===== config.mk =====
export PLATFORM = sky130hd
export DESIGN_NAME = stack_wakeup_init_sequencer
export DESIGN_NICKNAME = d
export VERILOG_FILES = /design/src/design/wake_tone_gen.v /design/src/design/stack_wakeup_init_sequencer.v
export VERILOG_INCLUDE_DIRS = /design/src /design/src/design
export SDC_FILE = /design/constraint.sdc
export NUM_CORES = 1
export LEC_CHECK = 0
export BUFFER_PORTS_ARGS = -buffer_cell sky130_fd_sc_hd__buf_2
export CORE_MARGIN = 1
export CORE_UTILIZATION = 59
export DETAILED_ROUTE_END_ITERATION = 8
export PLACE_DENSITY = 0.85
export SETUP_SLACK_MARGIN = 0.5
export SYNTH_ARGS = -nofsm -noshare
export SYNTH_HDL_FRONTEND = slang
export SYNTH_SLANG_ARGS = --single-unit

===== constraint.sdc =====
create_clock -name aclk -period 8.1 [get_ports aclk]
set_input_delay 0 -clock aclk [delete_from_list [all_inputs] [get_ports aclk]]
set_output_delay 0 -clock aclk [all_outputs]
set_load 0.005 [all_outputs]

===== src/design/wakeup_seq_regs.vh =====
// Register map and timing constants for the stack wakeup sequencer.
// Assumes inclusion by bare name from design files under design/.
`ifndef WAKEUP_SEQ_REGS_VH
`define WAKEUP_SEQ_REGS_VH

// Register byte offsets on AXI4-Lite
`define OFF_CTRL 12'h000
`define OFF_CONFIG 12'h004
`define OFF_STATUS 12'h008
`define OFF_FAULT 12'h00c
`define OFF_ADDR 12'h010
`define OFF_TONE_LEN 12'h014
`define OFF_NVM_DATA 12'h018

// Control register fields
`define CTRL_SOFT_RESET 0
`define CTRL_PWRDN 1
`define CTRL_SAMPLE_ALL 2
// Config register fields
`define CFG_ADDR_SEL 0
`define CFG_REG_DISABLE 1
// Status register fields
`define ST_INIT 0
`define ST_STATE_LSB 1
`define ST_UART_EN 8
`define ST_STACK_EN 9
`define ST_REG_ON 10
`define ST_TONE_BUSY 11
`define ST_AFAULT_EN 12
`define ST_VALID 13
// Fault register fields
`define FLT_RESET 0
`define FLT_UV 1
`define FLT_OV 2
`define FLT_AUX 3
`define FLT_REF 4
`define FLT_REF_GND 5
`define FLT_MASKED 6

// Reset values
`define CONFIG_RST 2'h0
`define TONE_LEN_RST 16'h0100
`define NVM_DATA_RST 32'h0000_0000
`define FAULT_RST 6'h01

// Timing and AXI4-Lite response codes
`define CLK_MHZ 125
`define NVM_WAIT_NS 10000
`define TONE_HALF_CYC 8'h3f
`define RESP_OKAY 2'b00
`define RESP_SLVERR 2'b10

`endif


===== src/design/wake_tone_gen.v =====
// Wake tone pulse train generator for the high-side link.
// Assumes one clock domain; start is a one-cycle pulse from the sequencer.
`timescale 1ns/1ps
`default_nettype none
`include "wakeup_seq_regs.vh"
module wake_tone_gen (
  input wire aclk,
  input wire aresetn,
  input wire start,
  input wire [15:0] length,
  output reg tone_p,
  output reg tone_n,
  output reg tone_oe,
  output reg busy,
  output reg done
);
  reg [15:0] left_r;
  reg [7:0] half_r;

  // Restart on a new start so a re-wake always sends a full tone
  always @(posedge aclk) begin
    if (!aresetn) begin
      left_r <= 16'h0000;
      half_r <= 8'h00;
      tone_p <= 1'b0;
      tone_n <= 1'b0;
      tone_oe <= 1'b0;
      busy <= 1'b0;
      done <= 1'b0;
    end else if (start) begin
      left_r <= (length == 16'h0000) ? 16'h0001 : length;
      half_r <= `TONE_HALF_CYC;
      tone_p <= 1'b1;
      tone_n <= 1'b0;
      tone_oe <= 1'b1;
      busy <= 1'b1;
      done <= 1'b0;
    end else if (busy) begin
      if (half_r != 8'h00) begin
        half_r <= half_r - 8'h01;
      end else if (left_r == 16'h0001) begin
        tone_oe <= 1'b0;
        tone_p <= 1'b0;
        tone_n <= 1'b0;
        busy <= 1'b0;
        done <= 1'b1;
      end else begin
        half_r <= `TONE_HALF_CYC;
        left_r <= left_r - 16'h0001;
        tone_p <= ~tone_p;
        tone_n <= tone_p;
      end
    end
  end
endmodule // wake_tone_gen
`default_nettype wire


===== src/design/stack_wakeup_init_sequencer.v =====
// Wakeup and power-on initialization sequencer for one stacked monitor device.
// Assumes aclk runs once supplies pass thresholds; pins are asynchronous and synchronised here.
// Overview of operation
// - Leave shutdown for idle when wake pin is high or low-side tone arrives.
// - Going from shutdown to idle sends a brief wake tone on high-side link.
// - Power-down with wake pin high wakes the device again at once.
// - A device woken by low-side tone relays a tone up the high-side link.
// - In shutdown the low-side link stays in receive, never transmitting.
// - Wakeup fully resets the sequencer, reloads NVM registers, keeps tone length and NVM data.
// - After reset sampled fault bits read zero until a sample-all command runs.
// - Same init sequence for power-on, soft reset and received wake tone.
// - Sequencer starts with the clock and begins the high-side tone at once.
// - Wait about 10 us for NVM ready, then load system registers.
// - With address select 0, sample five pins as communication address.
// - Sample only digital-die temperature; no faults from unsampled channels.
// - Clear masked startup faults, then begin host serial port monitoring.
// - In parallel wait for no supply fault or host init write, then enable.
// - Wait for outgoing tone to finish before stack link monitoring.
// - After host clears reset fault, regulator off when regulator-off bit is 1.
// - Early host traffic needs resync; stack link resyncs each frame.
// - Return to shutdown unless I/O supply is good within its delay.
// - Soft reset reruns full wakeup sequence without powering down.
// - Wake tone while awake causes reset and regenerates tone upward.
`timescale 1ns/1ps
`default_nettype none
`include "wakeup_seq_regs.vh"
module stack_wakeup_init_sequencer #(
  parameter IO_SD_CYC = 32'd125000
) (
  input wire aclk,
  input wire aresetn,
  input wire [11:0] s_axi_awaddr,
  input wire s_axi_awvalid,
  output wire s_axi_awready,
  input wire [31:0] s_axi_wdata,
  input wire [3:0] s_axi_wstrb,
  input wire s_axi_wvalid,
  output wire s_axi_wready,
  output reg [1:0] s_axi_bresp,
  output reg s_axi_bvalid,
  input wire s_axi_bready,
  input wire [11:0] s_axi_araddr,
  input wire s_axi_arvalid,
  output wire s_axi_arready,
  output reg [31:0] s_axi_rdata,
  output reg [1:0] s_axi_rresp,
  output reg s_axi_rvalid,
  input wire s_axi_rready,
  input wire wake_pin,
  input wire low_side_link_tone,
  output wire low_side_link_oe,
  output wire high_side_link_p,
  output wire high_side_link_n,
  output wire high_side_link_oe,
  input wire io_supply_ok,
  input wire negative_supply_fault,
  input wire [4:0] gpio_addr,
  input wire temp_done,
  output reg temp_sample,
  output reg host_port_en,
  output reg stack_link_en,
  output reg regulator_on,
  output reg analog_fault_en,
  output reg powered
);
  localparam [31:0] NVM_WAIT_CYC = (`NVM_WAIT_NS * `CLK_MHZ + 999) / 1000;

  localparam [7:0] S_SHUT = 8'h01;
  localparam [7:0] S_START = 8'h02;
  localparam [7:0] S_NVM = 8'h04;
  localparam [7:0] S_LOAD = 8'h08;
  localparam [7:0] S_TEMP = 8'h10;
  localparam [7:0] S_CLEAR = 8'h20;
  localparam [7:0] S_TONE = 8'h40;
  localparam [7:0] S_RUN = 8'h80;

  // Two-flop synchronisers for pins
  reg [4:0] sa_r;
  reg [4:0] sb_r;
  always @(posedge aclk) begin
    if (!aresetn) begin
      sa_r <= 5'h00;
      sb_r <= 5'h00;
    end else begin
      sa_r <= {negative_supply_fault, io_supply_ok, low_side_link_tone, wake_pin, 1'b0};
      sb_r <= sa_r;
    end
  end
  wire wake_s = sb_r[1];
  wire tone_s = sb_r[2];
  wire io_ok_s = sb_r[3];
  wire vm_flt_s = sb_r[4];
  reg [4:0] gpio_a_r;
  reg [4:0] gpio_s_r;
  always @(posedge aclk) begin
    if (!aresetn) begin
      gpio_a_r <= 5'h00;
      gpio_s_r <= 5'h00;
    end else begin
      gpio_a_r <= gpio_addr;
      gpio_s_r <= gpio_a_r;
    end
  end
  reg tone_prev_r;

  reg [7:0] state_r;
  reg [7:0] state_nxt;
  reg [31:0] cnt_r;
  reg [31:0] io_cnt_r;
  reg init_r;
  reg valid_r;
  reg [5:0] fault_r;
  reg [1:0] config_r;
  reg [4:0] addr_r;
  reg [15:0] tone_len_r;
  reg [31:0] nvm_r;
  reg tone_start;
  wire tone_busy;
  wire tone_done;
  reg tone_done_r;

  // AXI4-Lite write path: address and data accepted in either order
  reg aw_held_r;
  reg w_held_r;
  reg [11:0] awaddr_r;
  reg [31:0] wdata_r;
  reg [3:0] wstrb_r;
  assign s_axi_awready = !aw_held_r && !s_axi_bvalid;
  assign s_axi_wready = !w_held_r && !s_axi_bvalid;
  wire wr_go = aw_held_r && w_held_r;
  wire wr_ctrl = wr_go && awaddr_r == `OFF_CTRL && wstrb_r[0];
  wire wr_status = wr_go && awaddr_r == `OFF_STATUS && wstrb_r[0];
  wire wr_fault = wr_go && awaddr_r == `OFF_FAULT && wstrb_r[0];
  wire wr_known = awaddr_r == `OFF_CTRL || awaddr_r == `OFF_CONFIG || awaddr_r == `OFF_STATUS ||
                  awaddr_r == `OFF_FAULT || awaddr_r == `OFF_TONE_LEN || awaddr_r == `OFF_NVM_DATA;
  wire soft_rst = wr_ctrl && wdata_r[`CTRL_SOFT_RESET];
  wire pwrdn = wr_ctrl && wdata_r[`CTRL_PWRDN];
  wire sample_all = wr_ctrl && wdata_r[`CTRL_SAMPLE_ALL];
  // Edge, not level: one long tone restarts the sequencer only once
  wire tone_rise = tone_s && !tone_prev_r;

  always @(posedge aclk) begin
    if (!aresetn) begin
      aw_held_r <= 1'b0;
      w_held_r <= 1'b0;
      awaddr_r <= 12'h000;
      wdata_r <= 32'h0000_0000;
      wstrb_r <= 4'h0;
      s_axi_bvalid <= 1'b0;
      s_axi_bresp <= `RESP_OKAY;
    end else begin
      if (s_axi_awvalid && s_axi_awready) begin
        aw_held_r <= 1'b1;
        awaddr_r <= {s_axi_awaddr[11:2], 2'b00};
      end
      if (s_axi_wvalid && s_axi_wready) begin
        w_held_r <= 1'b1;
        wdata_r <= s_axi_wdata;
        wstrb_r <= s_axi_wstrb;
      end
      if (wr_go) begin
        aw_held_r <= 1'b0;
        w_held_r <= 1'b0;
        s_axi_bvalid <= 1'b1;
        s_axi_bresp <= wr_known ? `RESP_OKAY : `RESP_SLVERR;
      end else if (s_axi_bvalid && s_axi_bready) begin
        s_axi_bvalid <= 1'b0;
      end
    end
  end

  // Software registers: tone length and NVM data kept across the sequencer's own resets, config reloaded
  always @(posedge aclk) begin
    if (!aresetn) begin
      config_r <= `CONFIG_RST;
      tone_len_r <= `TONE_LEN_RST;
      nvm_r <= `NVM_DATA_RST;
    end else begin
      if (wr_go && wstrb_r[0] && awaddr_r == `OFF_TONE_LEN) tone_len_r <= wdata_r[15:0];
      if (wr_go && wstrb_r[0] && awaddr_r == `OFF_NVM_DATA) nvm_r <= wdata_r;
      // A host write landing on the reload edge must not skip the reload
      if (state_r == S_LOAD) begin
        config_r <= nvm_r[1:0]; // Stored configuration reloaded at wakeup
      end else if (wr_go && wstrb_r[0] && awaddr_r == `OFF_CONFIG) begin
        config_r <= wdata_r[1:0];
      end
    end
  end

  // Sequencer state machine
  always @* begin
    state_nxt = state_r;
    tone_start = 1'b0;
    case (state_r)
      S_SHUT: begin
        // Low-side link only listens here
        if (wake_s || tone_rise) state_nxt = S_START;
      end
      S_START: begin
        tone_start = 1'b1; // Tone on every wake, relayed upward
        state_nxt = S_NVM;
      end
      S_NVM: if (cnt_r >= NVM_WAIT_CYC - 32'd1) state_nxt = S_LOAD;
      S_LOAD: state_nxt = S_TEMP;
      S_TEMP: if (temp_done) state_nxt = S_CLEAR;
      S_CLEAR: state_nxt = S_TONE;
      // Done flag covers a tone that ended before this state was reached
      S_TONE: if (tone_done_r || !tone_busy) state_nxt = S_RUN;
      S_RUN: state_nxt = S_RUN;
      default: state_nxt = S_SHUT;
    endcase
    // Same restart path for soft reset and tone while awake
    if (state_r != S_SHUT && (soft_rst || tone_rise)) begin
      state_nxt = S_START;
      tone_start = 1'b0;
    end
    // Power-down only holds if wake pin is low; otherwise rewake
    if (state_r != S_SHUT && pwrdn) state_nxt = wake_s ? S_START : S_SHUT;
    // I/O supply must come good within its delay
    if (state_r != S_SHUT && !io_ok_s && io_cnt_r >= IO_SD_CYC) state_nxt = S_SHUT;
  end

  // Host abort written early is kept until the fault step may act on it
  reg init_abort_r;
  always @(posedge aclk) begin
    if (!aresetn) begin
      init_abort_r <= 1'b0;
    end else if (state_nxt == S_START || state_nxt == S_SHUT) begin
      init_abort_r <= 1'b0;
    end else if (wr_status && wdata_r[`ST_INIT]) begin
      init_abort_r <= 1'b1;
    end
  end

  // Outputs and state follow the FSM; sequencer restart clears valid, sampled faults and enables, sets init and reset fault, keeps addr_r
  always @(posedge aclk) begin
    if (!aresetn) begin
      state_r <= S_START; // Clock running means supplies passed, so start at once
      cnt_r <= 32'h0000_0000;
      io_cnt_r <= 32'h0000_0000;
      tone_prev_r <= 1'b0;
      tone_done_r <= 1'b0;
      init_r <= 1'b1;
      valid_r <= 1'b0;
      // Power-on counts as a restart, so the reset-occurred flag starts set
      fault_r <= `FAULT_RST;
      addr_r <= 5'h00;
      temp_sample <= 1'b0;
      host_port_en <= 1'b0;
      stack_link_en <= 1'b0;
      regulator_on <= 1'b1;
      analog_fault_en <= 1'b0;
      powered <= 1'b1;
    end else begin
      state_r <= state_nxt;
      tone_prev_r <= tone_s;
      cnt_r <= (state_nxt == state_r) ? cnt_r + 32'd1 : 32'h0000_0000;
      // Supply-loss timer idles in shutdown so the next wake starts it from zero
      io_cnt_r <= (state_r == S_SHUT || io_ok_s) ? 32'h0000_0000 : io_cnt_r + 32'd1;
      temp_sample <= (state_r == S_LOAD);
      if (tone_start) tone_done_r <= 1'b0;
      else if (tone_done) tone_done_r <= 1'b1;
      if (state_nxt == S_START || state_nxt == S_SHUT) begin
        init_r <= 1'b1;
        valid_r <= 1'b0; // Sampled faults zero and invalid after reset
        fault_r <= {5'h00, state_nxt == S_START};
        host_port_en <= 1'b0;
        stack_link_en <= 1'b0;
        analog_fault_en <= 1'b0;
        regulator_on <= (state_nxt == S_START);
        powered <= (state_nxt == S_START);
      end else begin
        // Select is reloaded on this same edge, so read its stored copy
        if (state_r == S_LOAD && !nvm_r[`CFG_ADDR_SEL]) addr_r <= gpio_s_r;
        if (state_r == S_CLEAR) begin
          fault_r[5:1] <= 5'h00;
          host_port_en <= 1'b1;
        end
        if (state_r == S_TONE && state_nxt == S_RUN) stack_link_en <= 1'b1;
        // Parallel analog fault init once past the NVM wait, from register load on
        if (init_r && state_r != S_NVM && state_r != S_START &&
            (!vm_flt_s || init_abort_r ||
             (wr_status && wdata_r[`ST_INIT]))) begin
          analog_fault_en <= 1'b1;
          init_r <= 1'b0;
        end
        // Host clears reset fault by writing 1; set has no source while awake
        if (wr_fault && wdata_r[`FLT_RESET]) fault_r[`FLT_RESET] <= 1'b0;
        if (sample_all) valid_r <= 1'b1; // Only a sample command validates
        // Regulator turns off once reset fault cleared, if configured
        if (!fault_r[`FLT_RESET] && config_r[`CFG_REG_DISABLE] && state_r == S_RUN) regulator_on <= 1'b0;
      end
    end
  end

  wake_tone_gen u_tone (
    .aclk(aclk),
    .aresetn(aresetn),
    .start(tone_start),
    .length(tone_len_r),
    .tone_p(high_side_link_p),
    .tone_n(high_side_link_n),
    .tone_oe(high_side_link_oe),
    .busy(tone_busy),
    .done(tone_done)
  );

  // Low side never transmits from this block; frames own it later
  assign low_side_link_oe = 1'b0;

  // Status bits sit at the positions named in the register header
  wire [31:0] status_word = {18'h0, valid_r, analog_fault_en, tone_busy, regulator_on,
                             stack_link_en, host_port_en, state_r[6:0], init_r};

  // AXI4-Lite read path; reads have no side effect on faults
  // One read in flight keeps rdata steady until rready
  assign s_axi_arready = !s_axi_rvalid;
  always @(posedge aclk) begin
    if (!aresetn) begin
      s_axi_rvalid <= 1'b0;
      s_axi_rdata <= 32'h0000_0000;
      s_axi_rresp <= `RESP_OKAY;
    end else if (s_axi_arvalid && s_axi_arready) begin
      s_axi_rvalid <= 1'b1;
      s_axi_rresp <= `RESP_OKAY;
      s_axi_rdata <= 32'h0000_0000;
      case ({s_axi_araddr[11:2], 2'b00})
        `OFF_CTRL: s_axi_rdata <= 32'h0000_0000;
        `OFF_CONFIG: s_axi_rdata <= {30'h0, config_r};
        `OFF_STATUS: s_axi_rdata <= status_word;
        `OFF_FAULT: s_axi_rdata <= {26'h0, fault_r};
        `OFF_ADDR: s_axi_rdata <= {27'h0, addr_r};
        `OFF_TONE_LEN: s_axi_rdata <= {16'h0, tone_len_r};
        `OFF_NVM_DATA: s_axi_rdata <= nvm_r;
        default: s_axi_rresp <= `RESP_SLVERR;
      endcase
    end else if (s_axi_rvalid && s_axi_rready) begin
      s_axi_rvalid <= 1'b0;
    end
  end
endmodule // stack_wakeup_init_sequencer
`default_nettype wire


==> flow_summary_export.csv, run 1 <==
group,metric,value,unit
setup_path,critical_path_class,"flip-flop to flip-flop",
clock_tree,numClockSinks,267,
setup_path,critPathRequiredTime,8.47,ns
setup_path,path_cells,"or4_4 > nor4_4 > or4_1 > o21ai_2 > o311a_4 > o21ai_4 > nor3_1",
clock_tree,clk_pin_slew,0.06,ns
setup_path,critPathMaxFanout,32,
synth,synth.distinct_cells,69,
power_and_ir_drop,pwr-share-comb,10.9,%
synth,synthMuxAreaShare,1.32,%
synth,yosysSeqAreaShare,46.5,%
global_routing,grt_usage,30.2,%
setup_path,path_delay_family,"compound AO/OA/AOI/OAI gates",
global_routing,grt_pass1_vias,9913,
detailed_routing,vias,10500,
finish,final_cell_mix,"267 x dfxtp_1, 248 x nand2_1, 146 x a21oi_1",
clock_tree,clock_path_buffers,3,
sta,hold_viol,0,
global_routing,grt_max_degree,110,
power_and_ir_drop,p_seq_share,46.5,%
detailed_routing,drtIter0Drc,1051,
sta,tightestPinTransition,1.23,ns
setup_path,endpoint_kind,"flip-flop",
synth,synthXorXnorAreaFrac,5.64,%
sta,relSlewSlack,17.5,%
floorplan,initial_core_util,60.8,%
synth,yosys.area_share.simple,28.3,%
clock_tree,hold_buffers,83,
sta,tns,0,ns
clock_tree,clock_latency,0.56,ns
sta,setup_violations,0,
synth,synthFlopType,"dfxtp_1",
power_and_ir_drop,p_int,2.28,mW
finish,area_growth,21.0,%
power_and_ir_drop,p_per_area,221,nW/um^2
run,cap_violations,0,
synth,yosysWarnings,0,
sta,fin_worst_skew,0.0266,ns
global_routing,grtUsageMet1,36.6,%
global_routing,busiest_layer,"met2",
floorplan,die_h,142,um
setup_path,slowest_delay,0.95,ns
power_and_ir_drop,ir_worst_vdd,0.174,mV
clock_tree,cts_buffers,28,
detailed_routing,post_drt_wl_per_cell,17.2,um
clock_tree,post_cts_buffers,0,
sta,fin_crit_sh,45.0,%
outcome,status,"finished, final reports clean",
synth,yosys.area.top_type,"dfxtp_1",
power_and_ir_drop,p_clk_share,42.5,%
synth,synth_area_per_cell,8.44,um^2
finish,num_antenna_cells,0,
placement,portBuffers,117,
setup_path,slowest_stage,"o21ai_4",
floorplan,rows,50,
clock_tree,cts_tree,"done",
finish,finish.utilization,73.5,%
global_routing,gr-usage-met2,52.7,%
setup_path,startpoint_type,"flip-flop",
sta,grt_setup_unrepaired,"false",
sta,slew_viol_final,0,
clock_tree,cts-root-buf,"clkbuf_16",
synth,synth_top_family_by_area,"simple AND/OR/NAND/NOR gates",
synth,synth_compound_area_share,13.2,%
floorplan,core-area,18900,um^2
detailed_routing,drc,0,
placement,gp_congestion,0.911,
setup_path,cp.arrival,4.02,ns
finish,drive_above_1_share,15.0,%
finish,multiInputGateArea,5700,um^2
synth,synth_top_area_share,46.5,%
placement,dp_hpwl,18.5,mm
global_routing,grt_use_met3,5.03,%
floorplan,io_pins,128,
synth,yosys-top-cells-area,"dfxtp_1 47%, nand2_1 8.1%, a21oi_1 6.4%",
clock_tree,htree_levels,1,
finish,fin_nets,1602,
finish,final-seq-area,5350,um^2
finish,layout_commonest_cell,"dfxtp_1",
detailed_routing,routed_wl,30.9,mm
synth,ys_ff_latch,267,
detailed_routing,first_pass_iters,9,
hold_path,hold_path_class,"input port to flip-flop",
synth,synth_cells,1360,
power_and_ir_drop,swShare,25.8,%
finish,nFillCells,1341,
floorplan,dieArea,20000,um^2
synth,synth-async-reset-ratio,0,%
synth,synth_area,11500,um^2
sta,max_freq,0.274,GHz
global_routing,antenna_found_initial,0,
placement,placed_cells,1663,
global_routing,grt_pass1_wl,48.7,mm
finish,design_area,13900,um^2
detailed_routing,viasPerCell,5.85,
synth,synth-adder-area-share,1.08,%
synth,synth_edf_count,0,
power_and_ir_drop,p_leak,5.10,nW
floorplan,die_width,142,um
detailed_routing,postRouteAntennaNets,0,
sta,period_needed,3.64,ns
power_and_ir_drop,switchingPower,0.790,mW
finish,stdcell_count,1797,
clock_tree,post_cts_resized,0,
setup_path,crit_buf_inv,0,
global_routing,grt-ovfl-total,0,
placement,dpl_cell_area,12100,um^2
layout make-up:
type / count / share of cell area, %
Clock inverter: 10 / 0.964
Multi-Input combinational cell: 991 / 41.0
Tap cell: 260 / 2.34
Clock buffer: 41 / 5.97
Sequential cell: 267 / 38.5
Inverter: 19 / 0.531
Timing Repair Buffer: 209 / 10.7
metal layers:
layer / vias up / share of wire [%] / wire length, um
li1: 5008 / - / -
met1: 4910 / 40 / 12400
met2: 486 / 48 / 14800
met3: 103 / 7.4 / 2300
met4: 0 / 4.4 / 1370
met5: - / 0 / 0
state kept, by name, summed over array words and instances (netlist names), 2 cells and up:
register	count
gpio_a_r	5
sa_r	4
cnt_r	32
state_r	8
sb_r	4
wdata_r	32
gpio_s_r	5
nvm_r	32
u_tone.half_r	8
awaddr_r	10
s_axi_rdata	32
tone_len_r	16
u_tone.left_r	16
config_r	2
io_cnt_r	32
addr_r	5
per-stage QoR:
| step | hold slack (ns) | total power [mW] | worst slack [ns] |
|---|---|---|---|
| 2_1_floorplan | 0.0990 | 1.66 | 5.39 |
| 3_3_place_gp | 0.185 | 1.73 | 4.59 |
| 3_5_place_dp | 0.200 | 1.74 | 4.53 |
| 4_1_cts | 0.0522 | 3.06 | 4.51 |
| 5_1_grt | 0.0788 | 3.17 | 4.27 |
| 6_report | 0.0700 | 3.07 | 4.46 |
worst paths after layout:
path	startpoint	slack, ns	endpoint	cells past startpoint
min	s_axi_arvalid	0.07	s_axi_rdata[0]$_SDFFE_PN0P_	4
max	state_r[5]$_SDFF_PN0_	4.46	cnt_r[2]$_SDFF_PN0_	7
min reg2reg	sa_r[3]$_SDFF_PN0_	0.43	sb_r[3]$_SDFF_PN0_	1
max reg2reg	state_r[5]$_SDFF_PN0_	4.46	cnt_r[2]$_SDFF_PN0_	7
synthesized netlist by cell type (7+ instances only):
cell type and number:
clkbuf_1 65, o21ai_0 26, a211oi_1 7, nand2b_1 13
nor3_1 25, a2bb2oi_1 9, buf_2 9, xnor2_1 29
a222oi_1 9, dfxtp_1 267, and2_1 26, nor2b_1 12
nand4_1 15, nor4_1 33, ha_1 9, nand3_1 65
inv_1 18, nor3_2 33, nand2_1 248, a21oi_1 146
or3_1 10, and3_1 15, xor2_1 45, mux2i_1 14
nor2_1 108, or4_1 8
logic make-up after synthesis:
kind of cell | count (synthesis)
simple gates | 642
mux | 15
xor+xnor | 74
fa+ha+maj | 10
flops | 267
other cells | 1
buf+inv | 104
compound gates | 247
power groups by stage:
stage                     combinational [mW]  clock [mW]  sequential [mW]
after global routing                   0.366        1.37             1.43
after detailed placement               0.290           0             1.45
final                                  0.335        1.30             1.43
after CTS                              0.325        1.31             1.42
after global placement                 0.279           0             1.45
after floorplan                        0.229           0             1.43
tightest hold or removal path: stages:
cell and delay, ns:
buf_2 0.11, nor2b_1 0.13, buf_4 0.20, a21oi_1 0.13
Power figures use the tool's default switching activity.
==> run 2: changes to the inputs <==
Settings changed: CORE_UTILIZATION 59 to 58, PLACE_DENSITY 0.85 to 0.84.
Clock period 8.1 ns to 3.6 ns, I/O delays scaled along.
==> run 2 against run 1 <==
Against the previous run: sequential power up 120%; routed wire length down 1.9%; cell area up 0.22%; global-route usage down 0.49 points; clock power up 120%; via count down 0.40%; critical endpoint is now cnt_r[31]$_SDFF_PN0_; largest power group unchanged.
==> flow_summary_export.csv, run 2 (synthesized netlist as in run 1, its figures left out) <==
group,metric,value,unit
outcome,status,"finished, final reports clean",
setup_path,critical_path_class,"flip-flop to flip-flop",
sta,fin_crit_sh,80.7,%
sta,tns,0,ns
detailed_routing,viasPerCell,5.79,
floorplan,die_h,143,um
setup_path,r2r-start,"awaddr_r[8]$_SDFFE_PN0P_",
floorplan,io_pins,128,
setup_path,startpoint_type,"flip-flop",
sta,tightestPinTransition,1.16,ns
finish,area_growth,21.2,%
run,cap_violations,0,
setup_path,path_cells,"or4_1 > or4_1 > nand3b_1 > nor3_2 > o311a_4 > o21ai_4 > clkbuf_8 > nor3_1",
placement,dp_hpwl,18.1,mm
global_routing,grt_pass1_vias,10000,
hold_path,hold_path_class,"input port to flip-flop",
setup_path,rrSetupSlack,0.69,ns
floorplan,initial_core_util,59.0,%
sta,relSlewSlack,22.4,%
setup_path,slowest_delay,0.71,ns
global_routing,grt_max_degree,98,
power_and_ir_drop,ir_worst_vdd,0.381,mV
sta,fin_worst_skew,0.0120,ns
floorplan,rows,51,
hold_path,whs_endpoint,"s_axi_rdata[0]$_SDFFE_PN0P_",
sta,grt_setup_unrepaired,"false",
hold_path,holdCritStartpoint,"s_axi_arvalid",
clock_tree,htree_levels,1,
detailed_routing,drtIter0Drc,1011,
setup_path,slowest_stage,"or4_1",
placement,gp_congestion,0.905,
detailed_routing,postRouteAntennaNets,0,
clock_tree,cts_buffers,27,
placement,dp_slack,0.511,ns
detailed_routing,first_pass_iters,8,
finish,layout_commonest_cell,"dfxtp_1",
setup_path,path_delay_family,"simple AND/OR/NAND/NOR gates",
finish,drive_above_1_share,15.7,%
clock_tree,post_cts_buffers,0,
clock_tree,numClockSinks,267,
floorplan,dieArea,20400,um^2
detailed_routing,vias,10500,
setup_path,crit_buf_inv,1,
detailed_routing,routed_wl,30.3,mm
global_routing,grt_pass1_wl,48.6,mm
finish,fin_nets,1607,
finish,nFillCells,1416,
power_and_ir_drop,p_per_area,493,nW/um^2
detailed_routing,post_drt_wl_per_cell,16.8,um
finish,num_antenna_cells,0,
power_and_ir_drop,total_power,6.87,mW
power_and_ir_drop,p_leak,5.10,nW
sta,max_freq,0.344,GHz
placement,portBuffers,117,
setup_path,critPathRequiredTime,4.02,ns
setup_path,critPathMaxFanout,32,
finish,final_cell_mix,"267 x dfxtp_1, 248 x nand2_1, 146 x a21oi_1",
floorplan,core-area,19500,um^2
sta,slew_viol_final,0,
global_routing,grt_usage,29.7,%
floorplan,die_width,143,um
global_routing,grt-ovfl-total,0,
clock_tree,clk_pin_slew,0.06,ns
clock_tree,cts_tree,"done",
clock_tree,clock_latency,0.54,ns
setup_path,worst_path_most_repeated_cell,"or4_1",
clock_tree,clock_path_buffers,3,
sta,worst_slack,0.695,ns
setup_path,cp.arrival,3.32,ns
setup_path,reg2reg_depth,8,
setup_path,endpoint_kind,"flip-flop",
sta,hold_viol,0,
sta,setup_violations,0,
sta,period_needed,2.91,ns
finish,finish.utilization,71.5,%
global_routing,antenna_found_initial,0,
hold_path,worstHoldPathCells,4,
clock_tree,cts-root-buf,"clkbuf_16",
setup_path,r2r_end,"cnt_r[31]$_SDFF_PN0_",
detailed_routing,drc,0,
run 2: changes by cell type in the layout (fill, tap and decap cells not counted), sizes merged:
| cell | delta |
|---|---|
| buf | +12 |
| bufinv | +1 |
| clkbuf | -2 |
| clkinv | -3 |
| clkinvlp | +3 |
| dlygate4sd3 | -7 |
run 2: cell type report:
class | instances | area [um^2] | share of cell area [%]
clock inverters | 11 | 144 | 1.03
inverters | 19 | 73.8 | 0.530
repair buffers | 215 | 1530 | 11.0
flip-flops and latches | 267 | 5350 | 38.4
multi-input cells | 991 | 5720 | 41.1
clock buffers | 38 | 777 | 5.58
well taps | 265 | 332 | 2.38
run 2: worst max-delay path by stage:
stage / startpoint / end / slack (ns) / depth (start not counted)
final: awaddr_r[8]$_SDFFE_PN0P_ / cnt_r[31]$_SDFF_PN0_ / 0.69 / 8
after global routing: awaddr_r[8]$_SDFFE_PN0P_ / cnt_r[2]$_SDFF_PN0_ / 0.57 / 8
after CTS: state_r[5]$_SDFF_PN0_ / cnt_r[31]$_SDFF_PN0_ / 0.51 / 8
after detailed placement: state_r[5]$_SDFF_PN0_ / cnt_r[2]$_SDFF_PN0_ / 0.51 / 8
after global placement: state_r[5]$_SDFF_PN0_ / cnt_r[31]$_SDFF_PN0_ / 0.57 / 8
after floorplan: state_r[5]$_SDFF_PN0_ / cnt_r[23]$_SDFF_PN0_ / 0.89 / 10
run 2: tightest hold or removal path, cell delays in order:
cell and delay [ns]:
buf_2 0.11, nor2b_1 0.12, buf_4 0.21, a21oi_1 0.14
run 2: power by group:
group	internal (mW)	switching (mW)	total [mW]
Clock	1.72	1.16	2.88
Sequential	3.07	0.123	3.19
Combinational	0.325	0.466	0.791
Total	5.11	1.75	6.87
run 2: metrics by stage:
stage	instances	cell area (um^2)	hold slack [ns]
2_1_floorplan	1362	11500	0.0990
3_3_place_gp	1681	12200	0.185
4_1_cts	1806	13900	0.0554
3_5_place_dp	1681	12200	0.185
5_1_grt	1806	13900	0.102
6_report	1806	13900	0.0844
run 2: per-layer routing:
| layer | wire (um) | track usage [%] | vias up |
|---|---|---|---|
| li1 | - | - | 5023 |
| met2 | 14800 | 51.7 | 410 |
| met4 | 1180 | 13.4 | 0 |
| met5 | 0 | 0 | - |
| met3 | 1920 | 4.49 | 108 |
| met1 | 12400 | 36.2 | 4924 |
run 2: timing repair:
item                       in CTS  in global routing
hold endpoints to repair       78                  0
resized for setup               0                  5
hold buffers                   76                  0
setup endpoints to repair       0                 47
